===== src/dtu_pkg.sv =====
package dtu_pkg;
	// ==========================================
	// Clock and line rates
	// ==========================================
	localparam int unsigned CLK_HZ        = 125000000;  // System clock rate
	localparam int unsigned BOOT_BAUD     = 115200;     // Boot log line rate
	localparam int unsigned LOG_BAUD      = 921600;     // Default logging line rate
	localparam int unsigned BOOT_DIV      = CLK_HZ / BOOT_BAUD;  // Cycles per boot bit
	localparam int unsigned LOG_DIV       = CLK_HZ / LOG_BAUD;   // Cycles per log bit
	localparam int unsigned DIV_W         = 16;         // Bit timer width
	localparam int unsigned FRAME_BITS    = 10;         // Start, eight data, stop
	localparam int unsigned DATA_BITS     = 8;          // Data bits per frame
	localparam int unsigned FIFO_DEPTH    = 32;         // Words in each transmit FIFO
	localparam logic [1:0]  BOOT_FC_ON    = 2'h1;       // Boot config value enabling flow control

	// ==========================================
	// Trace modes
	// ==========================================
	typedef enum logic [1:0] {
		DTU_MODE_CUSTOMER = 2'h0,  // Port off after boot log
		DTU_MODE_LOG      = 2'h1,  // Logging
		DTU_MODE_ALT_LOG  = 2'h2,  // Alternate logging
		DTU_MODE_BOOT     = 2'h3   // Firmware upgrade
	} dtu_mode_e;

	// Configuration applied after the boot log
	typedef struct packed {
		dtu_mode_e   mode;         // Trace mode setting
		logic        log_fc_off;   // Logging mode flow control override off
		logic        log_baud_sel; // Logging mode uses boot rate when set
		logic [1:0]  boot_cfg;     // Boot config setting
	} dtu_cfg_s;

	// Byte stream carrier
	typedef struct packed {
		logic       valid;  // Byte present
		logic [7:0] data;   // Byte value
	} dtu_byte_s;
endpackage


===== src/dtu_fifo.sv =====
`timescale 1ns/10ps
module dtu_fifo #(
	parameter int unsigned WIDTH = 8,
	parameter int unsigned DEPTH = 32
) (
	input  wire logic             i_clk,
	input  wire logic             i_arst_n,
	input  wire logic             i_in_valid,
	output logic                  o_in_ready,
	input  wire logic [WIDTH-1:0] i_in_data,
	output logic                  o_out_valid,
	input  wire logic             i_out_ready,
	output logic [WIDTH-1:0]      o_out_data
);
	localparam int unsigned AW = $clog2(DEPTH);
	initial begin
		if (DEPTH < 2 || (DEPTH & (DEPTH - 1)) != 0) $error("Depth must be a power of two");
	end
	// ==========================================
	// Storage and pointers
	// ==========================================
	logic [WIDTH-1:0] mem [DEPTH];  // Word storage
	logic [AW:0]      wr_ptr;       // Write pointer with wrap bit
	logic [AW:0]      rd_ptr;       // Read pointer with wrap bit
	logic             do_wr;        // Accepted write
	logic             do_rd;        // Accepted read

	assign o_in_ready  = (wr_ptr - rd_ptr) != (AW + 1)'(DEPTH);
	assign o_out_valid = wr_ptr != rd_ptr;
	assign o_out_data  = mem[rd_ptr[AW-1:0]];
	assign do_wr       = i_in_valid && o_in_ready;
	assign do_rd       = o_out_valid && i_out_ready;

	// Write side
	always_ff @(posedge i_clk or negedge i_arst_n) begin
		if (!i_arst_n) begin
			wr_ptr <= '0;
		end else if (do_wr) begin
			wr_ptr <= wr_ptr + 1'b1;
		end
	end

	// Storage write, no reset needed
	always_ff @(posedge i_clk) begin
		if (do_wr) begin
			mem[wr_ptr[AW-1:0]] <= i_in_data;
		end
	end

	// Read side
	always_ff @(posedge i_clk or negedge i_arst_n) begin
		if (!i_arst_n) begin
			rd_ptr <= '0;
		end else if (do_rd) begin
			rd_ptr <= rd_ptr + 1'b1;
		end
	end
endmodule


===== src/dtu_port.sv =====
`timescale 1ns/10ps
module dtu_port #(
	parameter int unsigned FIFO_DEPTH = dtu_pkg::FIFO_DEPTH
) (
	input  wire logic              i_clk,
	input  wire logic              i_arst_n,
	input  wire dtu_pkg::dtu_cfg_s i_cfg,
	input  wire logic              i_hibernate,
	input  wire dtu_pkg::dtu_byte_s i_diag_byte,
	output logic                   o_diag_ready,
	input  wire logic              i_boot_log_last,
	output dtu_pkg::dtu_byte_s     o_diag_rx_byte,
	input  wire dtu_pkg::dtu_byte_s i_mlog_byte,
	output logic                   o_mlog_ready,
	output dtu_pkg::dtu_byte_s     o_mlog_rx_byte,
	output logic                   o_diag_line_to_host,
	output logic                   o_diag_line_to_host_oe,
	input  wire logic              i_diag_line_from_host,
	output logic                   o_diag_clear_to_send_out_n,
	output logic                   o_diag_cts_oe,
	input  wire logic              i_diag_request_to_send_in_n,
	output logic                   o_modem_log_host_rx_pin,
	output logic                   o_modem_log_cts_pin_n,
	input  wire logic              i_modem_log_host_tx_pin,
	input  wire logic              i_modem_log_rts_pin_n,
	output logic                   o_boot_done,
	output logic                   o_diag_enabled
);
	initial begin
		if (FIFO_DEPTH < 2) $error("FIFO depth too small");
	end
	localparam logic [15:0] BOOT_DIV = 16'(dtu_pkg::BOOT_DIV);
	localparam logic [15:0] LOG_DIV  = 16'(dtu_pkg::LOG_DIV);

	// ==========================================
	// Phase machine
	// ==========================================
	typedef enum {DTU_PH_BOOT, DTU_PH_DRAIN, DTU_PH_RUN, DTU_PH_OFF} dtu_phase_e;
	dtu_phase_e phase;       // Current phase
	logic       diag_en;     // Diagnostic port active
	logic       diag_fc;     // Diagnostic flow control active
	logic [15:0] diag_div;   // Active diagnostic bit time
	logic       last_take;   // Last boot byte accepted this cycle
	logic       diag_busy;   // Diagnostic transmitter busy
	logic       diag_fifo_v; // Diagnostic FIFO holds data

	// Last boot byte is taken only on an edge where ready stands high
	assign last_take = i_diag_byte.valid && o_diag_ready && i_boot_log_last;

	// Flow control that the configured mode asks for after the boot log
	function automatic logic fc_for(input dtu_pkg::dtu_cfg_s c);
		case (c.mode)
			dtu_pkg::DTU_MODE_LOG, dtu_pkg::DTU_MODE_ALT_LOG: fc_for = !c.log_fc_off;
			dtu_pkg::DTU_MODE_BOOT: fc_for = (c.boot_cfg == dtu_pkg::BOOT_FC_ON);
			default: fc_for = 1'b0;
		endcase
	endfunction

	// Phase progression: boot log, drain, then configured mode
	always_ff @(posedge i_clk or negedge i_arst_n) begin
		if (!i_arst_n) begin
			phase    <= DTU_PH_BOOT;
			diag_en  <= 1'b1;
			diag_fc  <= 1'b0;
			diag_div <= BOOT_DIV;
		end else begin
			case (phase)
				DTU_PH_BOOT: begin
					// Wait for the last boot byte to be queued
					if (last_take) begin
						phase    <= DTU_PH_DRAIN;
					end
				end
				DTU_PH_DRAIN: begin
					// Apply mode only once the boot log is on the wire
					if (!diag_fifo_v && !diag_busy) begin
						if (i_cfg.mode == dtu_pkg::DTU_MODE_CUSTOMER) begin
							phase   <= DTU_PH_OFF;
							diag_en <= 1'b0;
						end else begin
							phase   <= DTU_PH_RUN;
							diag_fc <= fc_for(i_cfg);
							diag_div <= (i_cfg.mode != dtu_pkg::DTU_MODE_BOOT
								&& !i_cfg.log_baud_sel) ? LOG_DIV : BOOT_DIV;
						end
					end
				end
				DTU_PH_RUN, DTU_PH_OFF: begin
					// Settled until next reset
				end
				default: phase <= DTU_PH_BOOT;
			endcase
		end
	end

	// ==========================================
	// Transmit and receive engines, one per port
	// ==========================================
	logic [1:0] fifo_in_rdy;   // FIFO accept per port
	logic [1:0] fifo_out_v;    // FIFO data present per port
	logic [7:0] fifo_out_d [2];// FIFO head per port
	logic [1:0] tx_take;       // Transmitter pulls a byte
	logic [1:0] port_on;       // Port active
	logic [1:0] cts_ok;        // Host permits sending
	logic [1:0] tx_line;       // Serial output level
	logic [1:0] tx_busy;       // Transmitter in frame
	logic [1:0] rx_v;          // Received byte strobe
	logic [7:0] rx_d [2];      // Received byte
	logic [1:0] rx_pin;        // Serial input level
	logic [15:0] port_div [2]; // Bit time per port
	logic [1:0] in_take;       // Byte accepted per port
	logic [1:0] room_next;     // FIFO has room after this edge
	localparam int unsigned FILL_W = $clog2(FIFO_DEPTH) + 1; // Fill counter width

	// Accept only while the registered ready stands
	assign in_take[0] = i_diag_byte.valid && o_diag_ready;
	assign in_take[1] = i_mlog_byte.valid && o_mlog_ready;

	assign port_on[0] = diag_en && !i_hibernate;
	assign port_on[1] = !i_hibernate;
	assign cts_ok[0]  = !diag_fc || !i_diag_request_to_send_in_n;
	assign cts_ok[1]  = !i_modem_log_rts_pin_n;
	assign rx_pin[0]  = i_diag_line_from_host;
	assign rx_pin[1]  = i_modem_log_host_tx_pin;
	assign port_div[0] = diag_div;
	assign port_div[1] = LOG_DIV;
	assign diag_busy   = tx_busy[0];
	assign diag_fifo_v = fifo_out_v[0];

	for (genvar p = 0; p < 2; p++) begin : g_port
		logic [15:0] tx_cnt;   // Transmit bit timer
		logic [3:0]  tx_bit;   // Transmit bit index
		logic [9:0]  tx_sh;    // Transmit frame shifter
		logic [15:0] rx_cnt;   // Receive bit timer
		logic [3:0]  rx_bit;   // Receive bit index
		logic [7:0]  rx_sh;    // Receive data shifter
		logic        rx_act;   // Receive frame in progress
		logic        rx_prev;  // Previous input level
		logic [FILL_W-1:0] fill; // Words held, tracked beside the FIFO

		// Fill count lets ready be a flop without overrunning the FIFO
		always_ff @(posedge i_clk or negedge i_arst_n) begin
			if (!i_arst_n) begin
				fill <= '0;
			end else begin
				fill <= fill + FILL_W'(in_take[p]) - FILL_W'(tx_take[p] && fifo_out_v[p]);
			end
		end

		// Room after this edge decides the next ready
		assign room_next[p] = (fill + FILL_W'(in_take[p])
			- FILL_W'(tx_take[p] && fifo_out_v[p])) < FILL_W'(FIFO_DEPTH);

		dtu_fifo #(.WIDTH(8), .DEPTH(FIFO_DEPTH)) u_fifo (
			.i_clk       (i_clk),
			.i_arst_n    (i_arst_n),
			.i_in_valid  (in_take[p]),
			.o_in_ready  (fifo_in_rdy[p]),
			.i_in_data   (p == 0 ? i_diag_byte.data : i_mlog_byte.data),
			.o_out_valid (fifo_out_v[p]),
			.i_out_ready (tx_take[p]),
			.o_out_data  (fifo_out_d[p])
		);

		assign tx_take[p] = port_on[p] && !tx_busy[p] && cts_ok[p];

		// Transmit one 8N1 frame, LSB first
		always_ff @(posedge i_clk or negedge i_arst_n) begin
			if (!i_arst_n) begin
				tx_busy[p] <= 1'b0;
				tx_line[p] <= 1'b1;
				tx_cnt     <= '0;
				tx_bit     <= '0;
				tx_sh      <= '1;
			end else if (!tx_busy[p]) begin
				tx_line[p] <= 1'b1;
				if (tx_take[p] && fifo_out_v[p]) begin
					tx_sh      <= {1'b1, fifo_out_d[p], 1'b0};
					tx_line[p] <= 1'b0; // Start bit lasts a full bit time
					tx_busy[p] <= 1'b1;
					tx_cnt     <= '0;
					tx_bit     <= '0;
				end
			end else if (tx_cnt == 16'(port_div[p] - 16'h1)) begin
				tx_cnt <= '0;
				tx_sh  <= {1'b1, tx_sh[9:1]};
				tx_line[p] <= tx_sh[1];
				if (tx_bit == 4'(dtu_pkg::FRAME_BITS - 1)) begin
					tx_busy[p] <= 1'b0;
				end
				tx_bit <= tx_bit + 4'h1;
			end else begin
				tx_line[p] <= tx_sh[0];
				tx_cnt     <= tx_cnt + 16'h1;
			end
		end

		// Receive: sample mid bit after start edge
		always_ff @(posedge i_clk or negedge i_arst_n) begin
			if (!i_arst_n) begin
				rx_act  <= 1'b0;
				rx_prev <= 1'b1;
				rx_cnt  <= '0;
				rx_bit  <= '0;
				rx_sh   <= '0;
				rx_v[p] <= 1'b0;
				rx_d[p] <= '0;
			end else begin
				rx_prev <= rx_pin[p];
				rx_v[p] <= 1'b0;
				if (!port_on[p]) begin
					rx_act <= 1'b0;
				end else if (!rx_act) begin
					if (rx_prev && !rx_pin[p]) begin
						rx_act <= 1'b1;
						rx_cnt <= {1'b0, port_div[p][15:1]};
						rx_bit <= '0;
					end
				end else if (rx_cnt == 16'h0) begin
					rx_cnt <= 16'(port_div[p] - 16'h1);
					rx_bit <= rx_bit + 4'h1;
					if (rx_bit == 4'h0 && rx_pin[p]) begin
						rx_act <= 1'b0; // False start
					end else if (rx_bit == 4'(dtu_pkg::DATA_BITS + 1)) begin
						rx_act <= 1'b0;
						rx_v[p] <= rx_pin[p];
						rx_d[p] <= rx_sh;
					end else if (rx_bit != 4'h0) begin
						rx_sh <= {rx_pin[p], rx_sh[7:1]};
					end
				end else begin
					rx_cnt <= rx_cnt - 16'h1;
				end
			end
		end
	end

	// ==========================================
	// Registered outputs
	// ==========================================
	// Pin drive, all from flops
	always_ff @(posedge i_clk or negedge i_arst_n) begin
		if (!i_arst_n) begin
			o_diag_line_to_host        <= 1'b1;
			o_diag_line_to_host_oe     <= 1'b0;
			o_diag_clear_to_send_out_n <= 1'b1;
			o_diag_cts_oe              <= 1'b0;
			o_modem_log_host_rx_pin    <= 1'b1;
			o_modem_log_cts_pin_n      <= 1'b1;
		end else begin
			o_diag_line_to_host        <= tx_line[0];
			o_diag_line_to_host_oe     <= port_on[0];
			o_diag_clear_to_send_out_n <= !(port_on[0] && diag_fc);
			o_diag_cts_oe              <= port_on[0] && diag_fc;
			o_modem_log_host_rx_pin    <= tx_line[1];
			o_modem_log_cts_pin_n      <= !port_on[1];
		end
	end

	// Status and receive strobes
	always_ff @(posedge i_clk or negedge i_arst_n) begin
		if (!i_arst_n) begin
			o_diag_ready   <= 1'b0;
			o_mlog_ready   <= 1'b0;
			o_diag_rx_byte <= '0;
			o_mlog_rx_byte <= '0;
			o_boot_done    <= 1'b0;
			o_diag_enabled <= 1'b0;
		end else begin
			// Drop ready on the edge that takes the last boot byte
			o_diag_ready   <= room_next[0] && ((phase == DTU_PH_BOOT && !last_take)
				|| (phase == DTU_PH_RUN));
			o_mlog_ready   <= room_next[1];
			o_diag_rx_byte <= '{valid: rx_v[0], data: rx_d[0]};
			o_mlog_rx_byte <= '{valid: rx_v[1], data: rx_d[1]};
			o_boot_done    <= (phase == DTU_PH_RUN) || (phase == DTU_PH_OFF);
			o_diag_enabled <= diag_en;
		end
	end

	// ==========================================
	// Checks
	// ==========================================
	property p_off_quiet;
		@(posedge i_clk) disable iff (!i_arst_n)
		(phase == DTU_PH_OFF) |=> !o_diag_line_to_host_oe && !o_diag_cts_oe;
	endproperty
	a_off_quiet: assert property (p_off_quiet) else $error("Customer mode port still driven");

	property p_boot_rate;
		@(posedge i_clk) disable iff (!i_arst_n)
		(phase == DTU_PH_BOOT) |-> diag_div == BOOT_DIV;
	endproperty
	a_boot_rate: assert property (p_boot_rate) else $error("Boot log not at boot rate");

	property p_cts_fc;
		@(posedge i_clk) disable iff (!i_arst_n)
		!diag_fc |=> o_diag_clear_to_send_out_n && !o_diag_cts_oe;
	endproperty
	a_cts_fc: assert property (p_cts_fc) else $error("Clear-to-send without flow control");

	property p_hib;
		@(posedge i_clk) disable iff (!i_arst_n)
		i_hibernate |=> !o_diag_line_to_host_oe && o_modem_log_cts_pin_n;
	endproperty
	a_hib: assert property (p_hib) else $error("Port active in hibernate");

	property p_mode_after;
		@(posedge i_clk) disable iff (!i_arst_n)
		(phase == DTU_PH_DRAIN) && (diag_fifo_v || diag_busy) |=> phase == DTU_PH_DRAIN;
	endproperty
	a_mode_after: assert property (p_mode_after) else $error("Mode applied before log drained");

	property p_start_bit;
		@(posedge i_clk) disable iff (!i_arst_n)
		tx_take[0] && fifo_out_v[0] && !tx_busy[0] |=> ##1 !tx_line[0];
	endproperty
	a_start_bit: assert property (p_start_bit) else $error("Missing start bit");

	property p_log_rate;
		@(posedge i_clk) disable iff (!i_arst_n)
		(phase == DTU_PH_DRAIN) && !diag_fifo_v && !diag_busy
			&& (i_cfg.mode == dtu_pkg::DTU_MODE_LOG) && !i_cfg.log_baud_sel
			|=> diag_div == LOG_DIV;
	endproperty
	a_log_rate: assert property (p_log_rate) else $error("Logging rate not applied");

	property p_rts_hold;
		@(posedge i_clk) disable iff (!i_arst_n)
		diag_fc && i_diag_request_to_send_in_n |-> !tx_take[0];
	endproperty
	a_rts_hold: assert property (p_rts_hold) else $error("Sent without request-to-send");

	property p_take_room;
		@(posedge i_clk) disable iff (!i_arst_n)
		(in_take != 2'h0) |-> (fifo_in_rdy & in_take) == in_take;
	endproperty
	a_take_room: assert property (p_take_room) else $error("Byte accepted into full FIFO");

	property p_drain_refuse;
		@(posedge i_clk) disable iff (!i_arst_n)
		(phase == DTU_PH_DRAIN) |-> !o_diag_ready;
	endproperty
	a_drain_refuse: assert property (p_drain_refuse) else $error("Byte accepted while draining");
endmodule


===== config.mk =====
export PLATFORM = sky130hd
export DESIGN_NAME = dtu_port
export DESIGN_NICKNAME = d
export VERILOG_FILES = /design/src/dtu_pkg.sv /design/src/dtu_fifo.sv /design/src/dtu_port.sv
export SDC_FILE = /design/constraint.sdc
export NUM_CORES = 1
export LEC_CHECK = 0
export BUFFER_PORTS_ARGS = -buffer_cell sky130_fd_sc_hd__buf_2
export CORE_MARGIN = 1
export CORE_UTILIZATION = 55
export CTS_CLUSTER_DIAMETER = 120
export DETAILED_ROUTE_END_ITERATION = 7
export PLACE_DENSITY = 0.71
export SYNTH_ARGS = -nofsm -noshare
export SYNTH_HDL_FRONTEND = slang
export SYNTH_SLANG_ARGS = --single-unit

===== constraint.sdc =====
create_clock -name i_clk -period 4.3 [get_ports i_clk]
set_input_delay 0.43 -clock i_clk [delete_from_list [all_inputs] [get_ports i_clk]]
set_output_delay 0.43 -clock i_clk [all_outputs]
set_load 0.1 [all_outputs]

Yosys cells after proc, flatten, opt, wreduce, memory -nomap -nowiden. Memories as Yosys holds them, arrays and structs flattened. Cells that the tools add are included. W data, S select, Z words.

$add $sub $neg: 19. Order comparisons: 2. Equal/unequal tests: 26. Multiplexer cells: 76. Bitwise operators: 7. Reductions and logical operators: 65.

Operators with widths (count): $mux W16 (12); $pmux W32 S3 (1); $eq A32 B2 Y1 const B (2); $eq A32 B3 Y1 const B (2); $logic_not A32 Y1 (2); $mux W32 (2); $mux W10 (6); $mux W4 (12); $sub A16 B1 Y16 const B (3); $mux W1 (41); $add A16 B1 Y16 const B (2); $eq A32 B1 Y1 const B (1); $logic_not A16 Y1 (2); $add A6 B1 Y6 const B (4); $logic_and A1 B1 Y1 (21); $add A4 B1 Y4 const B (4); $eq A16 B16 Y1 (1); $eq A16 B8 Y1 const B (1); $eq A4 B4 Y1 const B (4); $reduce_and A3 Y1 (5); $logic_not A1 Y1 (13); $add A6 B1 Y6 (2); $lt A6 B6 Y1 const B (2); $ne A6 B6 Y1 (2); 19 further kinds (48).

Register bits: 256. Memory bits (writable): 512. Input bits: 32. Output and inout bits: 28. Logic and storage cells: 245. Memories: 2.

Memories: g_port[0].u_fifo.mem (depth 32, width 8, rd ports 1, clocked after Yosys merged registers in 0, write ports 1, RTL line dtu_fifo.sv:22) `logic [WIDTH-1:0] mem [DEPTH];`; g_port[1].u_fifo.mem (depth 32, width 8, rd ports 1, clocked after Yosys merged registers in 0, write ports 1, RTL line dtu_fifo.sv:22).

Logic depth before layout (Yosys ltp).
Depth after elaboration: 8. Depth in mapped cells: 17. Depth with buffers taken out: 14.

Cells and area by module. Synthesis repeated with hierarchy kept, for this count alone.

Cell total of the unflattened synthesis: 1864. Area total of the unflattened synthesis: 30289.0 um^2.

By module, submodules not included: dtu_fifo (g_port[0].u_fifo) (instances 1, cells each 506, area each 10721.5 um^2, sequential area each 7987.7 um^2); dtu_fifo (g_port[1].u_fifo) (instances 1, cells each 506, area each 10714.0 um^2, sequential area each 7987.7 um^2); dtu_port (instances 1, cells each 852, area each 8853.5 um^2, sequential area each 4689.5 um^2).

Least setup slack after synthesis. Ideal clock, no wire load.

Kind: register to register. Start: register g_port[1].u_fifo.rd_ptr[2]. End: register o_mlog_ready. Setup time: 0.079 ns. Arrival time: 3.846 ns. Data required time: 4.221 ns. Path slack: 0.375 ns. Stages on the path, launching flop included: 17. Path buffers: 4. Clock period less this slack: 3.925 ns. Path through: dfrtp_1 > clkbuf_1 > buf_1 > buf_1 > inv_1 > ha_1 > and4_1 > a31oi_1 > clkbuf_1 > ha_1 > inv_1 > ha_1 > a21o_1 > a21oi_1 > o21bai_1 > a21oi_1 > xor2_1.

Cells in the longest elaborated chain, start to end: 4.

Ends and longest elaborated chain: from (decl) (RTL line dtu_fifo.sv:24) `logic [AW:0] rd_ptr;`; from (signal assigned) (RTL line dtu_fifo.sv:55) `rd_ptr <= rd_ptr + 1'b1;`; $ne A6 B6 Y1 (RTL line dtu_fifo.sv:29) `assign o_out_valid = wr_ptr != rd_ptr;`; $logic_and A1 B1 Y1; named net g_port[1].u_fifo.do_rd (RTL line dtu_fifo.sv:26) `logic do_rd;`; $sub A6 B1 Y6 (RTL line dtu_port.sv:152) `- FILL_W'(tx_take[p] && fifo_out_v[p])) < FILL_W'(FIFO_DEPTH);`; $lt A6 B6 Y1 (RTL line dtu_port.sv:152); named net room_next[1] (RTL line dtu_port.sv:112) `logic [1:0] room_next;`; to (signal assigned) (RTL line dtu_port.sv:273) `o_mlog_ready <= room_next[1];`; to (decl) (RTL line dtu_port.sv:14) `output logic o_mlog_ready,`.

The timed path passes the listed nets, and every way through them passes these cells. A chain may end at the register's enable or synchronous reset.

Worst setup path in the final report.
Start: register g_port[0].u_fifo.rd_ptr[2]. End: register o_diag_ready.

Cells in the longest elaborated chain, start to end: 5.

Ends and longest elaborated chain: from (decl) (RTL line dtu_fifo.sv:24); from (signal assigned) (RTL line dtu_fifo.sv:55); $ne A6 B6 Y1 (RTL line dtu_fifo.sv:29); $logic_and A1 B1 Y1 (RTL line dtu_port.sv:152); $sub A6 B1 Y6 (RTL line dtu_port.sv:152); $lt A6 B6 Y1 (RTL line dtu_port.sv:152); $logic_and A1 B1 Y1 (RTL line dtu_port.sv:271) `o_diag_ready <= room_next[0] && ((phase == DTU_PH_BOOT && !last_take)`; to (signal assigned) (RTL line dtu_port.sv:271); to (decl) (RTL line dtu_port.sv:10) `output logic o_diag_ready,`.

Every way passes these cells.

==> metrics <==
Critical Setup Path Class=reg -> reg; number of CTS-inserted buffers=73; global route overflow=0; mux share of post-synthesis cell area=0.111; Slew Limit Headroom=0.193; DRT Pass-1 Iters=5; Post-Syn Area per Cell=15.5 µm²; Synth Register Bits=722; post-synthesis simple-gate area fraction=0.0699; Startpoint Class=flop; worst-path maximum fanout=13; hpwl dp=39.2 mm; r2r setup slk=0.56 ns; ys flop type=edfxtp_1; fillers=3,795; row cnt=85; DR WL/cell=22.9 µm; number of routed nets with antenna violations=0; PortBufs=59; vias in the first global route=17,400; clock sinks=722; die footprint=0.0556 mm²; Post-Synth Adder-Cell Area=0.0226; I/O pins=60; slowest cell delay on critical path=0.63 ns; hold_sp=i_cfg[2]; critical path data required time=4.82 ns; outcome=finished clean; Critical path buffers and inverters=3; PnR Total Power=17,700 µW; root buf cell=clkbuf_16; WP data arrival=4.26 ns; Pleak=0.0122 µW; via count=17,400; post-synthesis xor/xnor area fraction=0.0122; endpoint with the worst hold slack=diag_div[5]; CTS tree=yes; # diodes=0; RR Startpoint=g_port[0].u_fifo.rd_ptr[2]; PwrDens=529 mW/mm²; GRT Total Usage=0.234; Setup Fix Bufs, Post-CTS=0; Final setup viols=0; first-pass GRT wire length=100 mm; post-route cell area=0.0335 mm²; largest delay contributor family on the critical path=adder cells; Slew Limit Fails=0; Placed Instance Area=0.0311 mm²; slowest CP cell=or4_1; total negative slack=0 ns; Final period util=0.869; Hold/Removal Path Class=in -> reg; Async S/R FF share, synth=0.291; fmax=0.268 GHz; initial antenna violation count=0; Fin Hold WS=0.154 ns; Worst-Margin Slew=1.21 ns; DRC violations left=0; CP Cell Sequence=inv_1 -> ha_1 -> nand2_1 -> or4_1 -> nand3_1 -> inv_1 -> ha_1 -> inv_1 -> ha_1 -> a21o_1 -> a21oi_1 -> o21bai_1 -> a21oi_1 -> mux2i_1; Distinct cells, synth=78; Crit. End Element=flop; RR Endpoint=o_diag_ready; synth-to-layout area growth=11.5%; Core Region=0.0539 mm²; Ys Warns=0; Max VDD drop=274 µV; post-route clock skew=0.0204 ns; post-synthesis cell count=1,944; Initial Utilization=0.558; RSZ-0062 raised after global routing=false; max cap viols=0; Max Root-Sink Buffers=3; Clk pin slew, worst setup/hold paths=0.06 ns; R2R depth=14; Total Routed Length=63.4 mm; largest net degree at the start of global routing=127; DIE WIDTH=236 µm; Final Hold Viols=0; Cell Area, Synth=0.0301 mm²; worst skew pair latency=0.61 ns; post-route minimum period=3.74 ns; Avg Vias per Cell=6.26; largest family of logic cells by synthesized area=multiplexers; H-tree Lvls=3; post-layout util=0.622; fraction of layout cells with a size suffix above 1=0.186; syn nets=2,029; Hold Crit Depth=3; First DRT Iteration DRCs=1,829; register area share after synthesis=0.687; Synth Area in Compound Gates=0.0765; Post-synth EDFFs=512; chip height=236 µm; Final #Nets=2,107; GP Congestion=0.930
## synthesized netlist by cell type, drive strengths merged, types with 4 or more instances
master / instances / share of area
a21o: 13 / 0.0032
nand3b: 8 / 0.0020
and3: 18 / 0.0037
a21oi: 80 / 0.013
a22oi: 17 / 0.0042
o21a: 4 / 0.0010
and4: 6 / 0.0017
dfrtp: 182 / 0.15
o22ai: 6 / 0.0012
nor2b: 8 / 0.0017
a211oi: 9 / 0.0022
o21ai: 70 / 0.012
mux2i: 70 / 0.023
or2: 4 / 0.00083
nor2: 130 / 0.016
buf: 26 / 0.0041
nor4: 12 / 0.0037
a221o: 7 / 0.0023
nand4: 13 / 0.0027
mux4: 98 / 0.073
xnor2: 29 / 0.0084
nand3: 53 / 0.0088
nor3: 24 / 0.0045
or4: 10 / 0.0025
inv: 62 / 0.0077
edfxtp: 512 / 0.51
o221ai: 27 / 0.0079
a31oi: 40 / 0.0083
dfstp: 28 / 0.024
o31ai: 4 / 0.0010
clkbuf: 66 / 0.0082
nand2: 87 / 0.011
nand2b: 10 / 0.0021
a41oi: 6 / 0.0017
ha: 51 / 0.021
mux2: 39 / 0.015
a22o: 21 / 0.0061
or3: 9 / 0.0019
and2: 13 / 0.0027
xor2: 13 / 0.0038
o211ai: 12 / 0.0030
## report_power, final
| group | switching [µW] | leakage [µW] | internal (µW) | total [µW] |
|---|---|---|---|---|
| clock network | 2560 | 0.00116 | 3710 | 6280 |
| registers | 306 | 0.00725 | 7870 | 8180 |
| logic | 1940 | 0.00379 | 1350 | 3290 |
| total | 4800 | 0.0122 | 12900 | 17700 |
## placed cells by master (no fill, tap or decap), drive strengths merged, types with 9 or more instances in the layout
cell type	synthesis	routed
a211oi	9	9
a21o	13	13
a21oi	80	80
a22o	21	21
a22oi	17	17
a31oi	40	40
and2	13	13
and3	18	18
buf	26	91
clkbuf	66	93
clkinv	1	26
dfrtp	182	182
dfstp	28	28
edfxtp	512	512
ha	51	51
inv	62	65
mux2	39	39
mux2i	70	70
mux4	98	98
nand2	87	87
nand2b	10	10
nand3	53	53
nand4	13	13
nor2	130	130
nor3	24	24
nor4	12	12
o211ai	12	12
o21ai	70	70
o221ai	27	27
or3	9	9
or4	10	10
xnor2	29	29
xor2	13	13
## kinds of logic after synthesis
| group | after synthesis |
|---|---|
| compound gates | 347 |
| mux | 207 |
| flops | 722 |
| simple gates | 418 |
| xor+xnor | 42 |
| buf+inv | 155 |
| fa+ha+maj | 53 |
## final cells by class
| cell class | count | area (µm²) | share of cell area |
|---|---|---|---|
| tap | 696 | 871 | 0.0260 |
| clock inverter | 37 | 362 | 0.0108 |
| multi-input combinational | 1067 | 8810 | 0.263 |
| sequential | 722 | 20700 | 0.616 |
| inverter | 63 | 236 | 0.00705 |
| timing repair buffer | 95 | 586 | 0.0175 |
| clock buffer | 93 | 2000 | 0.0597 |
## worst max path at each step
stage,startpoint,end,cells past startpoint
after global routing,g_port[0].u_fifo.rd_ptr[2],o_diag_ready,14
after global placement,g_port[0].u_fifo.rd_ptr[2],o_diag_ready,14
after floorplan,g_port[1].u_fifo.rd_ptr[2],o_mlog_ready,16
final,g_port[0].u_fifo.rd_ptr[2],o_diag_ready,14
after CTS,g_port[0].u_fifo.rd_ptr[2],o_diag_ready,14
after detailed placement,g_port[0].u_fifo.rd_ptr[2],o_diag_ready,14
## registers in the layout, indices dropped and copies added (netlist names), 8 cells and up
signal                count
g_port.rx_cnt            32
g_port.fill              12
g_port.tx_bit             8
o_diag_rx_byte            9
g_port.tx_cnt            32
o_mlog_rx_byte            9
g_port.u_fifo.mem       512
g_port.rx_sh             16
g_port.rx_bit             8
g_port.tx_sh             18
g_port.u_fifo.rd_ptr     12
rx_d                     16
g_port.u_fifo.wr_ptr     12
## metrics by stage
stage                     cells  setup slack (ns)
after global placement     2639             0.726
after floorplan            1944             0.375
after CTS                  2773             0.554
final                      2773             0.564
after global routing       2773             0.255
after detailed placement   2639             0.597
## per-layer routing
metal	global-route usage	share of wire	vias up
li1	-	-	7709
met3	0.0400	0.073	102
met1	0.345	0.44	8870
met5	0	0	-
met2	0.359	0.47	678
met4	0.0731	0.020	0
## worst register-to-register path, cell delays in order (launching register included)
cell and delay (ns):
dfrtp_1 0.57, inv_1 0.13, ha_1 0.35, nand2_1 0.08
or4_1 0.63, nand3_1 0.14, inv_1 0.21, ha_1 0.36
inv_1 0.04, ha_1 0.20, a21o_1 0.18, a21oi_1 0.22
o21bai_1 0.09, a21oi_1 0.25, mux2i_1 0.21
## repair_timing
action | 4_1_cts | 5_1_grt
resized for setup | 0 | 0
hold buffers | 4 | 0
hold endpoints to repair | 116 | 0
Note: power is estimated with default switching activity, not from simulation.
